--- src/tc_pkg.sv ---
// Constants shared by the 8/16-bit timer/counter: register map, fields, reset values, timing.
// Assumes an AHB-Lite register bus with 32-bit data and a 100 MHz mclk.
//
// Contract
// - One configuration bit picks 8-bit or 16-bit counting.
// - 16-bit: high and low bytes advance together after a 15-bit prescaler.
// - 16-bit: reading the low byte copies the live high byte to the buffer.
// - 16-bit: high writes go to the buffer; low write loads live high.
// - 8-bit: low byte advances per prescaled tick, compared with the period buffer.
// - 8-bit match: one-period output pulse, low cleared, period buffer reloaded.
// - 8-bit: low and high registers are read and written directly.
// - Reset clears the low byte and sets the high register to all ones.
// - Scalers clear on low write, configuration write, and any reset.
// - Counter mode steps per input edge; prescale select zero bypasses prescaler.
// - Timer mode steps once per instruction cycle, slower with prescaling; the code's CS_SYSTEM source in async mode steps once per mclk.
// - Async select: steps on raw prescaled edges, keeps counting pin edges during sleep.
// - Sync select: steps aligned to the quarter-rate instruction cycle.
// - High register is the period in 8-bit, the upper count byte in 16-bit.
// - Three-bit clock source select picks internal or external timer clock.

package tc_pkg;

	// Register byte offsets
	localparam logic [7:0] OFS_COUNT_LOW   = 8'h00;
	localparam logic [7:0] OFS_COUNT_HIGH  = 8'h04;
	localparam logic [7:0] OFS_CONFIG_ZERO = 8'h08;
	localparam logic [7:0] OFS_CONFIG_ONE  = 8'h0c;
	localparam logic [7:0] OFS_INT_STATUS  = 8'h10;
	localparam logic [7:0] OFS_INT_MASK    = 8'h14;

	// Field positions in timer_config_zero
	localparam int CZ_ENABLE_BIT = 7;
	localparam int CZ_OUTPUT_BIT = 5;
	localparam int CZ_WIDE_BIT   = 4;
	// Field positions in timer_config_one
	localparam int CO_ASYNC_BIT  = 4;
	localparam int CO_CSEL_LSB   = 5;

	// Reset values
	localparam logic [7:0] RST_COUNT_LOW  = 8'h00;
	localparam logic [7:0] RST_COUNT_HIGH = 8'hff;
	localparam logic [7:0] RST_CONFIG     = 8'h00;

	// Clock source select codes
	localparam logic [2:0] CS_PIN_RISE = 3'h0;
	localparam logic [2:0] CS_PIN_FALL = 3'h1;
	localparam logic [2:0] CS_INSTR    = 3'h2;
	localparam logic [2:0] CS_SYSTEM   = 3'h3;

	// Widths of the scalers
	localparam int PRESCALE_W  = 15;
	localparam int POSTSCALE_W = 4;

	// Instruction cycle is one quarter of the system clock
	localparam int SYS_CLK_MHZ     = 100;
	localparam int INSTR_DIV       = 4;
	localparam logic [1:0] INSTR_LAST = 2'(INSTR_DIV - 1);

	// Bus access phases
	typedef enum logic [1:0] {
		BUS_IDLE   = 2'b01,
		BUS_ACCESS = 2'b10
	} tc_bus_st_t;

endpackage

--- src/tc_scaler.sv ---
// Wrap-around event scaler used as prescaler and postscaler.
// Assumes step is a one-cycle pulse on mclk; term may change at any time.
`timescale 1ns/1ps

module tc_scaler #(
	parameter int W = 15
) (
	// Clock and reset
	input  wire logic         mclk,
	input  wire logic         reset,
	// Control
	input  wire logic         clear,
	input  wire logic         step,
	input  wire logic [W-1:0] term,
	// Result
	output logic              pulse
);

	logic [W-1:0] cnt_q;
	logic [W-1:0] cnt_d;

	if (W < 1) begin : g_chk
		$error("tc_scaler: width must be at least one");
	end

	// Count steps; pass one pulse when the terminal value is reached
	always_comb begin
		cnt_d = cnt_q;
		pulse = 1'b0;
		if (clear) begin
			cnt_d = '0;
		end else if (step) begin
			if (cnt_q >= term) begin // Also recovers when term shrinks
				cnt_d = '0;
				pulse = 1'b1;
			end else begin
				cnt_d = cnt_q + 1'b1;
			end
		end
	end

	// Register the count
	always_ff @(posedge mclk) begin
		if (reset) begin
			cnt_q <= '0;
		end else begin
			cnt_q <= cnt_d;
		end
	end

endmodule // tc_scaler

--- src/tc_timer.sv ---
// Eight/sixteen-bit timer/counter with prescaler, postscaler and AHB-Lite register slave.
// Assumes one 100 MHz mclk, synchronous active-high reset, and an asynchronous clock pin.
`timescale 1ns/1ps

module tc_timer (
	// Clock and reset
	input  wire logic        mclk,
	input  wire logic        reset,
	// AHB-Lite slave
	input  wire logic        hsel,
	input  wire logic [31:0] haddr,
	input  wire logic [1:0]  htrans,
	input  wire logic        hwrite,
	input  wire logic [2:0]  hsize,
	input  wire logic [31:0] hwdata,
	input  wire logic        hready,
	output logic      [31:0] hrdata,
	output logic             hreadyout,
	output logic             hresp,
	// External clock pin and power state
	input  wire logic        tmr_clk_pin,
	input  wire logic        sleep_mode,
	// Results
	output logic             timer_output_pulse,
	output logic             irq
);

	// Prescale ratio 2^select as a terminal count
	function automatic logic [tc_pkg::PRESCALE_W-1:0] pre_term(input logic [3:0] sel);
		logic [15:0] t;
		t = (16'h0001 << sel) - 16'h0001;
		return t[tc_pkg::PRESCALE_W-1:0];
	endfunction

	// Byte offset match of a registered address
	function automatic logic hit(input logic [7:0] a, input logic [7:0] ofs);
		return a == ofs;
	endfunction

	// ---------------- Bus slave state ----------------
	tc_pkg::tc_bus_st_t bus_q, bus_d;
	logic [7:0]  addr_q, addr_d;
	logic        wr_q, wr_d;
	logic [31:0] rdata_q, rdata_d;
	logic        rdy_q, rdy_d;

	// ---------------- Timer state ----------------
	logic [7:0]  low_q, low_d;
	logic [7:0]  high_q, high_d;
	logic [7:0]  live_hi_q, live_hi_d;
	logic [7:0]  period_q, period_d;
	logic [7:0]  cfg0_q, cfg0_d;
	logic [7:0]  cfg1_q, cfg1_d;
	logic        out_q, out_d;
	logic        stat_q, stat_d;
	logic        mask_q, mask_d;
	logic        irq_q, irq_d;
	logic        pend_q, pend_d;
	logic [1:0]  qdiv_q, qdiv_d;

	// Pin synchroniser
	logic        s1_q, s2_q, s3_q, lvl_q;
	logic        lvl_d;

	// Decoded controls
	logic        acc_wr, acc_rd;
	logic        wr_low, wr_high, wr_cfg, rd_low, rd_stat;
	logic        wide, enable, async_sel;
	logic [2:0]  csel;
	logic        qcyc, pin_rise, pin_fall, src_ev;
	logic        pre_pulse, tick, out_ev, post_pulse, sc_clear;
	logic        match8;

	assign wide      = cfg0_q[tc_pkg::CZ_WIDE_BIT];
	assign enable    = cfg0_q[tc_pkg::CZ_ENABLE_BIT];
	assign async_sel = cfg1_q[tc_pkg::CO_ASYNC_BIT];
	assign csel      = cfg1_q[tc_pkg::CO_CSEL_LSB +: 3];

	// Outputs straight from flip-flops, hresp tied low
	assign hrdata             = rdata_q;
	assign hreadyout          = rdy_q;
	assign hresp              = 1'b0;
	assign timer_output_pulse = out_q;
	assign irq                = irq_q;

	// Bus phases: address taken, then one access cycle with hreadyout low
	always_comb begin
		bus_d   = bus_q;
		addr_d  = addr_q;
		wr_d    = wr_q;
		rdy_d   = 1'b1;
		rdata_d = rdata_q;
		case (bus_q)
			tc_pkg::BUS_IDLE: begin
				if (hsel && htrans[1] && hready) begin
					bus_d  = tc_pkg::BUS_ACCESS;
					addr_d = haddr[7:0];
					wr_d   = hwrite;
					rdy_d  = 1'b0;
				end
			end
			tc_pkg::BUS_ACCESS: begin
				bus_d = tc_pkg::BUS_IDLE;
				if (!wr_q) begin
					if (hit(addr_q, tc_pkg::OFS_COUNT_LOW)) begin
						rdata_d = {24'h000000, low_q};
					end else if (hit(addr_q, tc_pkg::OFS_COUNT_HIGH)) begin
						rdata_d = {24'h000000, high_q};
					end else if (hit(addr_q, tc_pkg::OFS_CONFIG_ZERO)) begin
						rdata_d = {24'h000000, cfg0_q[7:6], out_q, cfg0_q[4:0]};
					end else if (hit(addr_q, tc_pkg::OFS_CONFIG_ONE)) begin
						rdata_d = {24'h000000, cfg1_q};
					end else if (hit(addr_q, tc_pkg::OFS_INT_STATUS)) begin
						rdata_d = {31'h00000000, stat_q};
					end else if (hit(addr_q, tc_pkg::OFS_INT_MASK)) begin
						rdata_d = {31'h00000000, mask_q};
					end else begin
						rdata_d = 32'h00000000; // Unmapped reads as zero
					end
				end
			end
			default: begin
				bus_d = tc_pkg::BUS_IDLE;
			end
		endcase
	end

	// Register bus state
	always_ff @(posedge mclk) begin
		if (reset) begin
			bus_q   <= tc_pkg::BUS_IDLE;
			addr_q  <= 8'h00;
			wr_q    <= 1'b0;
			rdata_q <= 32'h00000000;
			rdy_q   <= 1'b1;
		end else begin
			bus_q   <= bus_d;
			addr_q  <= addr_d;
			wr_q    <= wr_d;
			rdata_q <= rdata_d;
			rdy_q   <= rdy_d;
		end
	end

	// Access strobes, valid in the access cycle
	assign acc_wr  = (bus_q == tc_pkg::BUS_ACCESS) && wr_q;
	assign acc_rd  = (bus_q == tc_pkg::BUS_ACCESS) && !wr_q;
	assign wr_low  = acc_wr && hit(addr_q, tc_pkg::OFS_COUNT_LOW);
	assign wr_high = acc_wr && hit(addr_q, tc_pkg::OFS_COUNT_HIGH);
	assign wr_cfg  = acc_wr && (hit(addr_q, tc_pkg::OFS_CONFIG_ZERO) || hit(addr_q, tc_pkg::OFS_CONFIG_ONE));
	assign rd_low  = acc_rd && hit(addr_q, tc_pkg::OFS_COUNT_LOW);
	assign rd_stat = acc_rd && hit(addr_q, tc_pkg::OFS_INT_STATUS);
	assign sc_clear = wr_low || wr_cfg;

	// Pin level accepted when second and third stages agree
	always_comb begin
		lvl_d = (s2_q == s3_q) ? s3_q : lvl_q;
	end

	// Three-stage pin synchroniser
	always_ff @(posedge mclk) begin
		if (reset) begin
			s1_q  <= 1'b0;
			s2_q  <= 1'b0;
			s3_q  <= 1'b0;
			lvl_q <= 1'b0;
		end else begin
			s1_q  <= tmr_clk_pin;
			s2_q  <= s1_q;
			s3_q  <= s2_q;
			lvl_q <= lvl_d;
		end
	end

	assign pin_rise = lvl_d && !lvl_q;
	assign pin_fall = !lvl_d && lvl_q;

	// Quarter-rate instruction cycle divider
	always_comb begin
		qdiv_d = (qdiv_q == tc_pkg::INSTR_LAST) ? 2'h0 : qdiv_q + 2'h1;
	end
	assign qcyc = (qdiv_q == tc_pkg::INSTR_LAST) && !sleep_mode;

	// Clock source selection; internal sources stop in sleep
	always_comb begin
		if (csel == tc_pkg::CS_PIN_RISE) begin
			src_ev = pin_rise;
		end else if (csel == tc_pkg::CS_PIN_FALL) begin
			src_ev = pin_fall;
		end else if (csel == tc_pkg::CS_INSTR) begin
			src_ev = qcyc;
		end else if (csel == tc_pkg::CS_SYSTEM) begin
			src_ev = !sleep_mode;
		end else begin
			src_ev = 1'b0;
		end
	end

	// Prescaler, ratio 2^select, bypassed at zero
	tc_scaler #(
		.W(tc_pkg::PRESCALE_W)
	) u_pre (
		.mclk  (mclk),
		.reset (reset),
		.clear (sc_clear),
		.step  (src_ev && enable),
		.term  (pre_term(cfg1_q[3:0])),
		.pulse (pre_pulse)
	);

	// Async steps at once; sync waits for the instruction cycle and halts in sleep
	always_comb begin
		pend_d = pend_q;
		tick   = 1'b0;
		if (sc_clear || !enable) begin
			pend_d = 1'b0;
		end else if (async_sel) begin
			tick   = pre_pulse;
			pend_d = 1'b0;
		end else begin
			if (qcyc && (pend_q || pre_pulse)) begin
				tick   = 1'b1;
				pend_d = 1'b0;
			end else if (pre_pulse) begin
				pend_d = 1'b1;
			end
		end
	end

	assign match8 = (low_q == period_q);

	// Count, period and output pulse update
	always_comb begin
		low_d     = low_q;
		high_d    = high_q;
		live_hi_d = live_hi_q;
		period_d  = period_q;
		out_d     = out_q;
		out_ev    = 1'b0;
		if (tick) begin
			out_d = 1'b0; // Pulse lasts one prescaled period
			if (wide) begin
				{live_hi_d, low_d} = {live_hi_q, low_q} + 16'h0001;
				if ({live_hi_q, low_q} == 16'hffff) begin
					out_d  = 1'b1;
					out_ev = 1'b1;
				end
			end else if (match8) begin
				low_d    = 8'h00;
				period_d = high_q;
				out_d    = 1'b1;
				out_ev   = 1'b1;
			end else begin
				low_d = low_q + 8'h01;
			end
		end
		if (wr_low) begin
			low_d = hwdata[7:0];
			if (wide) begin
				live_hi_d = high_q;
			end
		end
		if (wr_high) begin
			high_d = hwdata[7:0];
		end else if (rd_low && wide) begin
			high_d = live_hi_q;
		end
	end

	// Configuration registers and mask
	always_comb begin
		cfg0_d = cfg0_q;
		cfg1_d = cfg1_q;
		mask_d = mask_q;
		if (acc_wr && hit(addr_q, tc_pkg::OFS_CONFIG_ZERO)) begin
			cfg0_d = hwdata[7:0];
		end
		if (acc_wr && hit(addr_q, tc_pkg::OFS_CONFIG_ONE)) begin
			cfg1_d = hwdata[7:0];
		end
		if (acc_wr && hit(addr_q, tc_pkg::OFS_INT_MASK)) begin
			mask_d = hwdata[0];
		end
	end

	// Postscaler, one flag event per N output events
	tc_scaler #(
		.W(tc_pkg::POSTSCALE_W)
	) u_post (
		.mclk  (mclk),
		.reset (reset),
		.clear (sc_clear),
		.step  (out_ev),
		.term  (cfg0_q[3:0]),
		.pulse (post_pulse)
	);

	// Sticky flag, cleared by status read; a new event wins over the clear
	always_comb begin
		stat_d = stat_q;
		if (rd_stat) begin
			stat_d = 1'b0;
		end
		if (post_pulse) begin
			stat_d = 1'b1;
		end
		irq_d = stat_d && mask_d;
	end

	// Register timer state
	always_ff @(posedge mclk) begin
		if (reset) begin
			low_q     <= tc_pkg::RST_COUNT_LOW;
			high_q    <= tc_pkg::RST_COUNT_HIGH;
			live_hi_q <= tc_pkg::RST_COUNT_LOW;
			period_q  <= tc_pkg::RST_COUNT_HIGH;
			cfg0_q    <= tc_pkg::RST_CONFIG;
			cfg1_q    <= tc_pkg::RST_CONFIG;
			out_q     <= 1'b0;
			stat_q    <= 1'b0;
			mask_q    <= 1'b0;
			irq_q     <= 1'b0;
			pend_q    <= 1'b0;
			qdiv_q    <= 2'h0;
		end else begin
			low_q     <= low_d;
			high_q    <= high_d;
			live_hi_q <= live_hi_d;
			period_q  <= period_d;
			cfg0_q    <= cfg0_d;
			cfg1_q    <= cfg1_d;
			out_q     <= out_d;
			stat_q    <= stat_d;
			mask_q    <= mask_d;
			irq_q     <= irq_d;
			pend_q    <= pend_d;
			qdiv_q    <= qdiv_d;
		end
	end

endmodule // tc_timer

--- config.mk ---
export PLATFORM = sky130hd
export DESIGN_NAME = tc_timer
export DESIGN_NICKNAME = d
export VERILOG_FILES = /design/src/tc_pkg.sv /design/src/tc_scaler.sv /design/src/tc_timer.sv
export SDC_FILE = /design/constraint.sdc
export NUM_CORES = 1
export LEC_CHECK = 0
export ABC_CLOCK_PERIOD_IN_PS = 5100
export BUFFER_PORTS_ARGS = -buffer_cell sky130_fd_sc_hd__buf_2
export CORE_AREA = 2 2 106 108
export DETAILED_ROUTE_END_ITERATION = 16
export DIE_AREA = 0 0 108 110
export PLACE_DENSITY = 0.9
export SETUP_SLACK_MARGIN = 0.02
export SLEW_MARGIN = 20
export SYNTH_ARGS = -nofsm -noshare
export SYNTH_HDL_FRONTEND = slang
export SYNTH_HIERARCHICAL = 1
export SYNTH_SLANG_ARGS = --single-unit
--- constraint.sdc ---
create_clock -name mclk -period 5.1 [get_ports mclk]
set_input_delay 1.275 -clock mclk [delete_from_list [all_inputs] [get_ports mclk]]
set_output_delay 1.275 -clock mclk [all_outputs]
set_load 0.03 [all_outputs]
# After elaboration in Yosys (flattened, before gate mapping)
# Cells that the tools add are included.
# classes
n_addsub	6
n_mul	0
div_mod_pow	0
n_lt_le_gt_ge	2
n_eq_ne	14
shift	1
n_mux	40
n_bitwise	3
n_reduce_logical	39
# op_table
op	count
$mux 8	14
$mux 1	24
$logic_and 1x1->1	19
$add 16x1->16 const B	1
$eq 16x16->1 const B	1
$eq 8x4->1 const B	2
$eq 8x5->1 const B	2
$add 15x1->15 const B	1
$ge 15x15->1	1
$mux 15	1
$shl 1x4->15 const A	1
$sub 15x1->15 const B	1
$add 8x1->8 const B	1
$eq 8x3->1 const B	1
$eq 8x8->1	1
$logic_not 8->1	1
$eq 3x2->1 const B	2
$reduce_or 2->1	3
$logic_not 1->1	5
$add 4x1->4 const B	1
$eq 2x2->1 const B	2
$ge 4x4->1	1
$logic_or 1x1->1	4
$mux 4	1
10 further kinds	14
# totals
register_bits	122
latch_bits	0
mem_bits_rw	0
rom_bits	0
output_inout_bits	36
wordCells	128
n_memories	0

# Depth between registers and ports, before layout
# logic_depth
word_depth	19
depth_mapped	24
ltp_nobuf	20

# Modules after synthesis
# Netlist, hierarchy kept.
# by_module_without_submodules
mod	instances	cells_per_inst	area_each_um2	seq_area_each_um2
tc_timer	1	494	4271.6	1561.5
tc_scaler (u_pre)	1	136	1251.2	300.3
tc_scaler (u_post)	1	37	311.5	80.1

# Least setup slack after synthesis
# OpenSTA, ideal clock, no wires.
# synth_path
kind	register to register
startpoint	register cfg1_q[2]
endpoint	register u_post.cnt_q[2]
setup_time_ps	132
arrival_time_ps	4415
required_ps	4968
slack_ps	553
stages_incl_launch_ff	25
n_path_buf	4
path_cell_list	dfxtp_1 -> clkbuf_1 -> nor2_1 -> nand3b_1 -> ha_1 -> clkbuf_1 -> nor3_1 -> a21o_1 -> a22oi_1 -> o21ai_0 -> inv_1 -> ha_1 -> a21oi_1 -> o21ai_0 -> a2111oi_0 -> a211oi_1 -> o221ai_1 -> or2_1 -> clkbuf_1 -> clkbuf_1 -> nor2_1 -> and2b_1 -> a22o_1 -> nand2_1 -> a21oi_1
# synth_via
elab_chain_len	12
# synth_rtl
item	line_no	text
start: declaration	tc_timer.sv:53	logic [7:0] cfg1_q, cfg1_d;
start signal: assignment	tc_timer.sv:318	cfg1_q <= tc_pkg::RST_CONFIG;
start signal: assignment	tc_timer.sv:331	cfg1_q <= cfg1_d;
$shl 1x4->15 *	tc_timer.sv:31	t = (16'h0001 << sel) - 16'h0001;
$sub 15x1->15 *	tc_timer.sv:31	
$ge 15x15->1 *	tc_scaler.sv:33	if (cnt_q >= term) begin
$mux 1 *	tc_scaler.sv:33	
$mux 1 *	tc_scaler.sv:32	end else if (step) begin
$mux 1 *	tc_scaler.sv:30	if (clear) begin
named net pre_pulse	tc_timer.sv:71	logic pre_pulse, tick, out_ev, post_pulse, sc_clear;
$logic_or 1x1->1	tc_timer.sv:221	if (qcyc && (pend_q || pre_pulse)) begin
$logic_and 1x1->1	tc_timer.sv:221	
$mux 1	tc_timer.sv:221	
$mux 1 *	tc_timer.sv:217	end else if (async_sel) begin
$mux 1 *	tc_timer.sv:215	if (sc_clear || !enable) begin
$mux 1 *	tc_timer.sv:240	if (tick) begin
named net out_ev	tc_timer.sv:71	
end signal: assignment	tc_scaler.sv:47	cnt_q <= cnt_d;
end: declaration	tc_scaler.sv:19	logic [W-1:0] cnt_q;
# The timed path passes the listed nets; every way through them passes the cells marked *.
# A chain may end at the register's enable or synchronous reset.

# Worst setup path after layout
# layout_path
startpoint	register cfg1_q[3]
endpoint	register u_post.cnt_q[3]
# The elaborated chain is that of the path after synthesis.

==> results_dict.tcl <==
set metrics [dict create \
    status "complete, no violations" \
    ys.warnings.count 6 \
    path_max_fanout 12 \
    clk_pin_slew_worst_paths_ns 0.10 \
    drive_gt1_share_pct 15.3 \
    drv_cap 0 \
    min_from "qdiv_q[0]" \
    fmax_mhz 218 \
    r2r-start "cfg1_q[3]" \
    area_delta_synth_final_pct 4.83 \
    ant_nets 0 \
    cts_tree "done" \
    ir_drop_mv 0.133 \
    synthMuxAreaShare_pct 7.16 \
    cp-start-kind "register" \
    post-route-period-util_pct 90.1 \
    postSynth.topFlopCell "dfxtp_1" \
    netlist_area_um2 5830 \
    dieArea_um2 11900 \
    drtIter0Drc 479 \
    fin_crit_ns 4.59 \
    cts.sink_count 97 \
    power.density_nw_per_um2 228 \
    final_util_pct 57.2 \
    totalWireLength_um 13700 \
    first_pass_iters 5 \
    hold_class "register to register" \
    htreeDepth 3 \
    yosysSeqAreaShare_pct 33.3 \
    gp_congestion 0.899 \
    synth_compound_area_share_pct 19.1 \
    reg2regPathDepth 20 \
    p_seq_share_pct 55.6 \
    p_int_uw 1030 \
    tightest_slew_ns 0.972 \
    globalRoute.totalOverflow 0 \
    port-buffer-count 34 \
    crit_start "cfg1_q[3]" \
    r2r_slack_ns 0.51 \
    synth_top_family_by_area "simple AND/OR/NAND/NOR gates" \
    postCtsHoldBufs 0 \
    p_leak_uw 0.00220 \
    hold_depth 1 \
    synth_area_per_cell_um2 8.75 \
    cts_max_path_buffers 2 \
    critPathKind "register to register" \
    synth.lib_cells_used.distinct 75 \
    relSlewSlack_pct 34.9 \
    cp_cell_sequence "nor2_1, nand3b_1, ha_1, nor3_1, a21o_1, a22oi_1, o21ai_0, inv_1, ha_1, nand4_1, nor4_1, a2111oi_0, a211oi_1, o221ai_1, or2_1, nor2_1, nand4_1, xnor2_1, nand2_1, a21oi_1" \
    fin_skew_ns 0.0157 \
    grt_pass1_wl_um 22400 \
    yosys.area_share.simple_pct 21.8 \
    setup_violations 0 \
    cp_slowest_cell "dfxtp_1" \
    n_antenna_cell 0 \
    worst-path-buf-inv 1 \
    hpwl_um 9660 \
    synth_edf_count 0 \
    grt_pass1_vias 4557 \
    pin_count 112 \
    rsz0062_at_grt "no" \
    grt_max_degree 35 \
    rows 38 \
    sw_frac_of_total_pct 25.8 \
    r2r_end "u_post/cnt_q[3]" \
    synth_xor_area_share_pct 4.20 \
    setup_ws_ns 0.507 \
    synth_fa_ha_area_share_pct 5.15 \
    ys_seq_elements 97 \
    p_clk_share_pct 38.2 \
    drv_slew 0 \
    synthCells 667 \
    viasPerCell 6.17 \
    insertion_delay_ns 0.38 \
    core_um2 10700 \
    drc 0 \
    layout.nets 775 \
    endpoint "u_post/cnt_q[3]" \
    dp.cells 804 \
    dp_slack_ns 0.668 \
    start_util_pct 54.5 \
    crit_arrival_ns 4.90 \
    cp.depth 20 \
    grt_use_total_pct 23.5 \
    post_cts_resize_count 0 \
    die_w_um 108 \
    synthArstFlopShare_pct 0 \
    chipHeight_um 110 \
    endpoint_kind "register" \
    path_delay_family "simple AND/OR/NAND/NOR gates" \
    antenna_found_initial 0 \
    fin_tns_setup_ns 0 \
    final_cells 820 \
    holdWs_ns 0.437 \
    power_switching_uw 359 \
    clockRootBuffer "clkbuf_8" \
    finalHoldViolations 0 \
    cp_data_required_time_ns 5.40 \
    max_stage_delay_ns 0.43 \
    vias 5063 \
    p_comb_share_pct 6.2 \
    wl_per_cell_um 16.7 \
    cts_buffers 9 \
    cts_setup_buffers 0 \
]
-- final cells by class --
type,count,area [µm²]
well taps,140,175
inverters,32,120
fillers,901,4580
multi-input cells,494,3450
clock inverters,5,63.8
flip-flops and latches,97,1940
repair buffers,41,223
clock buffers,11,141
-- metrics by stage --
step	instance area (µm²)	power, µW
floorplan	5920	870
global placement	5910	874
detailed placement	5910	876
CTS	6120	1390
global route	6120	1430
finish	6120	1390
-- sequential cells by signal (all words and copies together), names as in the netlist, 2 cells and up, named ones only --
name,cells
period_q,8
addr_q,8
low_q,8
hrdata,8
u_post/cnt_q,4
qdiv_q,2
high_q,8
cfg0_q,7
bus_q,2
cfg1_q,8
u_pre/cnt_q,15
-- synthesized netlist by cell type, types with 14 or more instances --
cell	instances	area share, %
inv_1	31	2.0
nor3_1	24	2.1
xor2_1	14	2.1
ha_1	24	5.1
buf_4	26	3.3
nor2_1	63	4.1
a21oi_1	26	2.2
mux2i_1	26	4.5
nand2_1	29	1.9
nand4_1	14	1.5
nand3_1	39	3.3
dfxtp_1	97	33
o21ai_0	38	3.3
xnor2_1	14	2.1
clkbuf_1	26	1.7
-- power groups by stage --
| stage | logic (µW) | registers [µW] | clock network, µW |
|---|---|---|---|
| 2_1_floorplan | 82.8 | 787 | 0 |
| 3_3_place_gp | 82.9 | 791 | 0 |
| 3_5_place_dp | 84.3 | 792 | 0 |
| 4_1_cts | 84.8 | 774 | 529 |
| 5_1_grt | 92.3 | 776 | 558 |
| 6_report | 86.0 | 774 | 532 |
-- metal layers --
layer	vias up	GRT usage, %	routed length [µm]
met1	2376	31.6	5800
met4	0	9.89	480
met3	50	2.06	1050
met5	-	0	0
li1	2396	-	-
met2	241	39.0	6380
-- layout by cell type (no fill, tap or decap), drive strengths merged, types with 3 or more instances in the layout --
cell type / n
nor3: 24
or4: 6
nand2b: 5
a2111oi: 15
xnor2: 14
o22ai: 4
conb: 25
xor2: 14
and2b: 3
nor2: 64
and3: 5
or2: 7
nand3: 39
a32oi: 7
nor2b: 8
and2: 3
dfxtp: 97
a211oi: 9
mux2i: 26
nand2: 29
inv: 32
a31o: 3
nand4: 14
mux4: 7
a21o: 3
a21oi: 27
o21ai: 42
nor4: 12
o21a: 4
clkbuf: 11
a22oi: 9
clkinv: 3
nand3b: 6
a31oi: 9
buf: 41
ha: 24
-- kinds of logic (layout without fill, tap and decap cells) --
| group | after synthesis | count (layout) |
|---|---|---|
| compound gates | 147 | 147 |
| fa+ha+maj | 24 | 24 |
| flops | 97 | 97 |
| other cells | 1 | 25 |
| mux | 33 | 33 |
| buf+inv | 100 | 89 |
| xor+xnor | 28 | 28 |
| simple gates | 237 | 237 |
-- worst min path at each step --
stage / to / slack (ns)
finish: qdiv_q[0] / 0.44
CTS: qdiv_q[0] / 0.44
floorplan: qdiv_q[0] / 0.40
detailed placement: qdiv_q[0] / 0.43
global placement: qdiv_q[0] / 0.42
global route: s2_q / 0.47
No activity file was read; power rests on OpenSTA's default activity.
